File: src/design/tcf_pkg.sv
// Package: constants and types for the four-mode 8-bit timer counter
package tcf_pkg;
    localparam int CNT_W = 8;
    localparam logic [7:0] CNT_ZERO = 8'h00;
    localparam logic [7:0] CNT_ONE = 8'h01;
    localparam logic [7:0] CNT_MAX = 8'hff;
    localparam logic [7:0] COMPARE_RESET = 8'hff;
    localparam logic [2:0] CLK_SRC_EXT = 3'h7;
    localparam logic [1:0] MODE_TIMER = 2'h0;
    localparam logic [1:0] MODE_RSVD = 2'h1;
    localparam logic [1:0] MODE_DIV = 2'h2;
    localparam logic [1:0] MODE_PWM = 2'h3;

    typedef enum logic [1:0] {
        TCF_HS_RUN,
        TCF_HS_IDLE,
        TCF_LS_RUN,
        TCF_LS_SLEEP
    } tcf_opmode_type;

    typedef struct packed {
        logic run_control;
        logic [2:0] clock_source_select;
        logic [1:0] mode_select;
    } tcf_ctrl_type;

    typedef struct packed {
        logic divider_out_pin;
        logic pwm_out_pin_n;
        logic timer_match_irq;
    } tcf_out_type;
endpackage : tcf_pkg

File: src/design/tcf_timer.sv
// Four-mode 8-bit timer counter: timer, event counter, divider and PWM
// Summary of operation
// - Four modes: interval timer, event counter, divider output, PWM output.
// - Mode 00 timer or event, 01 reserved, 10 divider, 11 PWM.
// - Timer: count internal ticks, on match interrupt, clear, restart from zero.
// - Event mode counts every rising edge of the event pin.
// - Event mode checks match on falling edge of the event pin.
// - No event counting in low-speed modes.
// - Divider gives 50% square wave, half period equals compare value.
// - Divider match inverts pin, interrupts, clears counter, keeps counting.
// - Stopped counter forces divider pin high.
// - PWM with 8-bit duty resolution from internal clock.
// - PWM: counter equal buffered duty drives pin low, no clear.
// - PWM: overflow drives pin high and raises interrupt.
// - Stopped counter holds PWM pin high.
// - PWM duty is double buffered, transferred at period end.
// - First duty value loads into shadow when run is set.
// - PWM only in high-speed run and idle modes.
// - Clearing run stops and zeroes counter; setting run starts it.
// - Entering stop mode clears run control automatically.
`timescale 1ns/10ps
`default_nettype none
module tcf_timer #(
    parameter int CNT_W = tcf_pkg::CNT_W
) (
    input wire logic clk,
    input wire logic rst,
    input wire logic clk_en,
    // Control writes: control register (run, source, mode) write strobe and value, compare write strobe
    input wire logic ctrl_wr,
    input wire tcf_pkg::tcf_ctrl_type ctrl_wdata,
    input wire logic compare_wr,
    input wire logic [CNT_W-1:0] compare_wdata,
    // One pulse per selected internal source clock period
    input wire logic src_tick,
    input wire tcf_pkg::tcf_opmode_type opmode,
    input wire logic stop_mode_entry,
    input wire logic event_input_pin,
    output tcf_pkg::tcf_ctrl_type timer_control,
    output logic [CNT_W-1:0] compare_value,
    output logic [CNT_W-1:0] count_value,
    output tcf_pkg::tcf_out_type pins
);

    // Counter, duty shadow and compare storage
    logic [CNT_W-1:0] count_r;
    logic [CNT_W-1:0] count_nxt;
    logic [CNT_W-1:0] shadow_r;
    logic [CNT_W-1:0] compare_r;
    tcf_pkg::tcf_ctrl_type ctrl_r;
    logic div_r;
    logic pwm_n_r;
    logic irq_r;
    // Event pin synchroniser and edge history
    logic ev_meta_r;
    logic ev_sync_r;
    logic ev_prev_r;
    logic ev_rise;
    logic ev_fall;
    // Counting qualifiers
    logic ext_src;
    logic high_speed;
    logic running;
    logic start_edge;
    logic tick;
    logic match;
    logic overflow;
    logic irq_nxt;

    // Comparator results shared by the match, overflow and PWM logic
    logic [CNT_W-1:0] cnt_inc;
    logic cnt_at_cmp;
    logic cnt_before_cmp;
    logic cnt_at_max;
    logic int_match;
    logic ext_match;
    logic pwm_mode;
    logic div_mode;
    logic duty_hit;

    always_ff @(posedge clk or posedge rst) begin
        if (rst) begin
            ev_meta_r <= 1'b0;
            ev_sync_r <= 1'b0;
        end else if (clk_en) begin
            ev_meta_r <= event_input_pin;
            ev_sync_r <= ev_meta_r;
        end
    end

    // Edge history resets to the pin's idle low level, so reset makes no false edge
    always_ff @(posedge clk or posedge rst) begin
        if (rst) begin
            ev_prev_r <= 1'b0;
        end else if (clk_en) begin
            ev_prev_r <= ev_sync_r;
        end
    end

    // Edges are single-clock pulses of the synchronised pin
    assign ev_rise = ev_sync_r & ~ev_prev_r;
    assign ev_fall = ~ev_sync_r & ev_prev_r;
    assign ext_src = (ctrl_r.clock_source_select == tcf_pkg::CLK_SRC_EXT);
    assign high_speed = (opmode == tcf_pkg::TCF_HS_RUN)
                        || (opmode == tcf_pkg::TCF_HS_IDLE);
    // Only a 0 to 1 write of run counts as a start
    assign start_edge = ctrl_wr & ctrl_wdata.run_control & ~ctrl_r.run_control;

    // Control register; stop entry wins over a simultaneous write
    // Stop entry only drops run; mode and source survive for the restart
    always_ff @(posedge clk or posedge rst) begin
        if (rst) begin
            ctrl_r <= '0;
        end else if (clk_en) begin
            if (stop_mode_entry) begin
                ctrl_r.run_control <= 1'b0;
            end else if (ctrl_wr) begin
                ctrl_r <= ctrl_wdata;
            end
        end
    end

    // A zero compare is outside the legal range and gives a 256-tick period
    always_ff @(posedge clk or posedge rst) begin
        if (rst) begin
            compare_r <= tcf_pkg::COMPARE_RESET;
        end else if (clk_en && compare_wr) begin
            compare_r <= compare_wdata;
        end
    end

    // Modes the current speed cannot supply stay frozen, pins high
    always_comb begin
        running = ctrl_r.run_control;
        case (ctrl_r.mode_select)
            tcf_pkg::MODE_TIMER: begin
                running = running & (~ext_src | high_speed);
            end
            tcf_pkg::MODE_DIV: begin
                running = running & ~ext_src;
            end
            tcf_pkg::MODE_PWM: begin
                running = running & high_speed & ~ext_src;
            end
            // Reserved code keeps the counter parked
            tcf_pkg::MODE_RSVD: begin
                running = 1'b0;
            end
            default: begin
                running = 1'b0;
            end
        endcase
    end

    // Shared comparators; the increment is cut back to the counter width
    assign cnt_inc = CNT_W'(count_r + tcf_pkg::CNT_ONE);
    assign cnt_at_cmp = (count_r == compare_r);
    assign cnt_before_cmp = (cnt_inc == compare_r);
    assign cnt_at_max = (count_r == tcf_pkg::CNT_MAX);
    assign pwm_mode = (ctrl_r.mode_select == tcf_pkg::MODE_PWM);
    assign div_mode = (ctrl_r.mode_select == tcf_pkg::MODE_DIV);

    assign tick = running & (ext_src ? ev_rise : src_tick);
    // Internal match clears on the tick that would reach compare
    // so a period or half period is exactly compare ticks long
    assign int_match = src_tick & cnt_before_cmp;
    // Event match sampled on falling edge after compare is reached
    assign ext_match = ev_fall & cnt_at_cmp;
    assign match = running & (ext_src ? ext_match : int_match);
    assign overflow = tick & cnt_at_max;
    // Duty hit when this tick brings the counter onto the shadow
    assign duty_hit = tick & (cnt_inc == shadow_r);

    // Mode dependent counter behaviour
    // A match outranks a plain tick, so the cleared value is never skipped
    always_comb begin
        count_nxt = count_r;
        irq_nxt = 1'b0;
        if (!ctrl_r.run_control) begin
            count_nxt = tcf_pkg::CNT_ZERO;
        end else begin
            case (ctrl_r.mode_select)
                tcf_pkg::MODE_TIMER, tcf_pkg::MODE_DIV: begin
                    if (match) begin
                        count_nxt = tcf_pkg::CNT_ZERO;
                        irq_nxt = 1'b1;
                    end else if (tick) begin
                        count_nxt = cnt_inc;
                    end
                end
                tcf_pkg::MODE_PWM: begin
                    if (tick) begin
                        count_nxt = cnt_inc;
                    end
                    irq_nxt = overflow;
                end
                // Reserved code holds the count
                tcf_pkg::MODE_RSVD: begin
                    count_nxt = count_r;
                end
                default: begin
                    count_nxt = count_r;
                end
            endcase
        end
    end

    always_ff @(posedge clk or posedge rst) begin
        if (rst) begin
            count_r <= tcf_pkg::CNT_ZERO;
        end else if (clk_en) begin
            count_r <= count_nxt;
        end
    end

    // Interrupt is a one-cycle pulse; nothing has to clear it
    always_ff @(posedge clk or posedge rst) begin
        if (rst) begin
            irq_r <= 1'b0;
        end else if (clk_en) begin
            irq_r <= irq_nxt;
        end
    end

    // Software should rewrite compare just after the interrupt, far from reload
    // Shadow loads at period end
    always_ff @(posedge clk or posedge rst) begin
        if (rst) begin
            shadow_r <= tcf_pkg::COMPARE_RESET;
        end else if (clk_en) begin
            if (start_edge) begin
                shadow_r <= compare_r;
            end else if (overflow && pwm_mode) begin
                // A write in this same cycle is not yet visible; it waits a period
                shadow_r <= compare_r;
            end
        end
    end

    always_ff @(posedge clk or posedge rst) begin
        if (rst) begin
            div_r <= 1'b1;
        end else if (clk_en) begin
            if (!running || !div_mode) begin
                div_r <= 1'b1;
            end else if (match) begin
                // The toggle lands on the same edge as the interrupt pulse
                // Invert on match
                div_r <= ~div_r;
            end
        end
    end

    always_ff @(posedge clk or posedge rst) begin
        if (rst) begin
            pwm_n_r <= 1'b1;
        end else if (clk_en) begin
            if (!running || !pwm_mode) begin
                pwm_n_r <= 1'b1;
            end else if (overflow) begin
                // Overflow drives high
                // Overflow outranks a duty hit in the same tick
                pwm_n_r <= 1'b1;
            end else if (duty_hit) begin
                pwm_n_r <= 1'b0;
            end
        end
    end

    assign timer_control = ctrl_r;
    assign compare_value = compare_r;
    assign count_value = count_r;
    // Pins and status come straight from flip-flops
    always_comb begin
        pins = '0;
        pins.divider_out_pin = div_r;
        pins.pwm_out_pin_n = pwm_n_r;
        pins.timer_match_irq = irq_r;
    end

endmodule : tcf_timer
`default_nettype wire

File: config.mk
export PLATFORM = sky130hd
export DESIGN_NAME = tcf_timer
export DESIGN_NICKNAME = d
export VERILOG_FILES = /design/src/design/tcf_pkg.sv /design/src/design/tcf_timer.sv
export SDC_FILE = /design/constraint.sdc
export NUM_CORES = 1
export LEC_CHECK = 0
export BUFFER_PORTS_ARGS = -buffer_cell sky130_fd_sc_hd__buf_4
export CAP_MARGIN = 20
export CORE_MARGIN = 5
export CORE_UTILIZATION = 54
export CTS_CLUSTER_DIAMETER = 120
export DETAILED_ROUTE_END_ITERATION = 16
export GPL_ROUTABILITY_DRIVEN = 0
export GPL_TIMING_DRIVEN = 1
export PLACE_DENSITY_LB_ADDON = 0.25
export SYNTH_ARGS = -nofsm -noshare
export SYNTH_HDL_FRONTEND = slang
export SYNTH_SLANG_ARGS = --single-unit
export TNS_END_PERCENT = 10
File: constraint.sdc
create_clock -name clk -period 3.1 [get_ports clk]
set_clock_uncertainty 0.05 [all_clocks]
set_input_delay 0.155 -clock clk [delete_from_list [all_inputs] [get_ports clk]]
set_output_delay 0.155 -clock clk [all_outputs]
set_load 0.05 [all_outputs]
==> impl_metrics.json <==
{
  "outcome": "complete, no violations",
  "drive_gt1_share_pct": 35.8,
  "cts_sinks": 36,
  "fin_nets": 295,
  "slew_headroom_pct": 55.1,
  "port-buffer-count": 47,
  "final_cell_count_no_fill": 321,
  "design_area_um2": 2730,
  "worst_pin_slew_ns": 0.673,
  "ant_nets": 0,
  "antenna_found_initial": 0,
  "cpMaxStageDelayCell": "dfrtp_1",
  "synthesis.area_um2": 2270,
  "place_ws_ns": 0.497,
  "dp.final_hpwl_um": 3920,
  "die_h_um": 74.8,
  "mostFrequentLayoutCell": "buf_4",
  "combPwrFrac_pct": 27.2,
  "clkSlewWorstSetupHoldPaths_ns": 0.08,
  "areaGrowthSynthToFinish_pct": 20.4,
  "fmax_mhz": 377,
  "worst_slack_ns": 0.445,
  "final_cell_mix": "buf_4 (50), nand2_1 (25), dfstp_2 (18), dfrtp_1 (18), mux2_2 (16)",
  "wl_per_cell_um": 16.5,
  "period_share_pct": 85.6,
  "antenna_cells": 0,
  "leakage_nw": 1.16,
  "dr_total_vias": 1926,
  "clk_latency_ns": 0.29,
  "hold_slack_ns": 0.0457,
  "fillers": 324,
  "critPathMaxStageDelay_ns": 0.50,
  "dpl_cell_area_um2": 2610,
  "p_total_mw": 1.46,
  "synth_edf_count": 0,
  "cts.path.max_buffers": 2,
  "vias_per_cell": 6.00,
  "synth_area_leaders": "dfstp_2 (21%), dfrtp_1 (20%), mux2_2 (8.0%), xnor2_1 (5.0%), nand2_1 (4.1%)",
  "drc_errors": 0,
  "row_count": 23,
  "grt_pass1_wl_um": 9050,
  "critical-path-top-delay-family": "compound AO/OA/AOI/OAI gates",
  "path_buf_inv": 0,
  "start_kind": "flip-flop",
  "core_um2": 4030,
  "critPathKind": "reg2reg",
  "rsz0062_at_grt": "false",
  "htreeDepth": 2,
  "cts_tree": "built",
  "grt_pass1_vias": 1869,
  "ys_async_sr_fraction_pct": 100,
  "wirelength_um": 5310,
  "p_switching_mw": 0.481,
  "max-cap-violations": 0,
  "finalSetupViolations": 0,
  "worstReg2RegStart": "count_value[0]$_DFFE_PP0P_",
  "grt_max_degree": 20,
  "cp.required_ns": 3.23,
  "clockRootBuffer": "clkbuf_8",
  "p_per_area_nw_per_um2": 535,
  "hp-class": "in2reg",
  "dp_cells": 312,
  "ys_types": 50,
  "synthFlopType": "dfstp_2",
  "die_area_um2": 5590,
  "grtUsageTotal_pct": 21.2,
  "first_pass_iters": 4,
  "yosysWarningCount": 0,
  "synth.largest_area_cell": "dfstp_2",
  "synth_cells": 229,
  "syn_nets": 254,
  "setup.worst_path.start": "count_value[0]$_DFFE_PP0P_",
  "io-pin-count": 49,
  "numCtsBuffers": 5,
  "syn_area_per_cell_um2": 9.89,
  "internal_power_mw": 0.979,
  "timing.setup.tns_ns": 0,
  "synth-seq-area-share_pct": 40.8,
  "min_from": "compare_wdata[4]",
  "drt_iter0_drc": 226,
  "yosysTopAreaCellShare_pct": 20.9,
  "critPathMaxFanout": 8,
  "end_kind": "flip-flop",
  "postCtsSetupRepairBufs": 0,
  "crit_chain": "ha_1, and3_1, nand3_1, xor2_1, o2111a_1, nand4_1, o211ai_2, o41ai_1",
  "p_clk_share_pct": 28.3,
  "multi_input_area_um2": 1220,
  "pwr-share-seq_pct": 44.6,
  "initial_core_util_pct": 56.2,
  "die_x_um": 74.8,
  "post-route-util_pct": 67.7,
  "hold_violations": 0,
  "drv_slew": 0,
  "seqCellArea_um2": 923,
  "synth_seq_cells": 36,
  "switching_share_pct": 32.9,
  "max-vdd-ir-drop_mv": 0.420,
  "gr-total-overflow": 0,
  "cp_data_arrival_time_ns": 2.78,
  "layout_min_cycle_time_ns": 2.65
}
-- power by group through the flow --
| stage | logic (mW) | registers [mW] | clock network, mW |
|---|---|---|---|
| global route | 0.430 | 0.662 | 0.437 |
| finish | 0.397 | 0.650 | 0.413 |
| global placement | 0.389 | 0.653 | 0 |
| detailed placement | 0.397 | 0.656 | 0 |
| floorplan | 0.197 | 0.738 | 0 |
| CTS | 0.400 | 0.649 | 0.423 |
-- logic make-up after synthesis --
kind of cell / Yosys count / synth area share [%]
compound gates: 49 / 15.7
fa+ha+maj: 1 / 0.552
simple gates: 73 / 17.1
buf+inv: 24 / 5.41
mux: 25 / 12.4
xor+xnor: 21 / 8.12
flops: 36 / 40.8
-- cells in the mapped netlist, drive strengths merged, types with 2 or more instances --
cell,n
nor2b,3
or3,2
a41oi,5
nor2,10
o31ai,6
nor3,2
dfrtp,18
nand3,9
nand4,7
o311ai,2
mux2,24
and3,7
clkbuf,9
a31o,2
inv,7
o2111ai,2
xnor2,13
dfstp,18
nand2,25
a21oi,8
buf,8
o21a,6
xor2,8
o21ai,9
-- state kept, by name, indices dropped and copies added (netlist names) --
name	cells
shadow_r	8
irq_r	1
count_value	8
ev_sync_r	1
div_r	1
compare_value	8
ev_prev_r	1
pwm_n_r	1
ev_meta_r	1
timer_control	6
-- layer usage --
| metal | track usage (%) | wire (um) | share of wire, % | vias to the layer above |
|---|---|---|---|---|
| met5 | 0 | 0 | 0 | - |
| met4 | 5.93 | 73 | 1.4 | 0 |
| met3 | 4.67 | 397 | 7.5 | 9 |
| met2 | 34.1 | 2630 | 50 | 72 |
| met1 | 29.0 | 2210 | 42 | 929 |
| li1 | - | - | - | 916 |
-- repair_timing --
item / 4_1_cts / 5_1_grt
hold buffers: 1 / 0
gates resized for setup: 0 / 0
endpoints found under the hold margin: 3 / 0
setup endpoints to repair: 0 / 0
-- cell type report --
cell class              instances  area share, %
flip-flops and latches         36           33.8
well taps                      50           2.29
repair buffers                 51           14.1
clock inverters                 3           1.56
clock buffers                   5           2.52
inverters                       7          0.963
multi-input cells             169           44.7
-- worst reg2reg max path: cells and delay by family, from the launching register on --
family / cells / cell delay (ns)
compound gates: 3 / 0.83
simple gates: 3 / 0.58
flops: 1 / 0.50
fa+ha+maj: 1 / 0.38
xor+xnor: 1 / 0.21
-- path summary, 6_finish.rpt --
| path | cells past startpoint | to | slack (ns) |
|---|---|---|---|
| setup / recovery | 8 | count_value[7]$_DFFE_PP0P_ | 0.45 |
| hold / removal | 2 | compare_value[4]$_DFFE_PP1P_ | 0.05 |
| setup reg to reg | 8 | count_value[7]$_DFFE_PP0P_ | 0.45 |
| hold reg to reg | 2 | pwm_n_r$_DFFE_PP1P_ | 0.41 |
| max in group asynchronous | 4 | div_r$_DFFE_PP1P_ | 1.76 |
| min in group asynchronous | 3 | count_value[4]$_DFFE_PP0P_ | 0.48 |
Note: power is estimated with default switching activity, not from simulation.
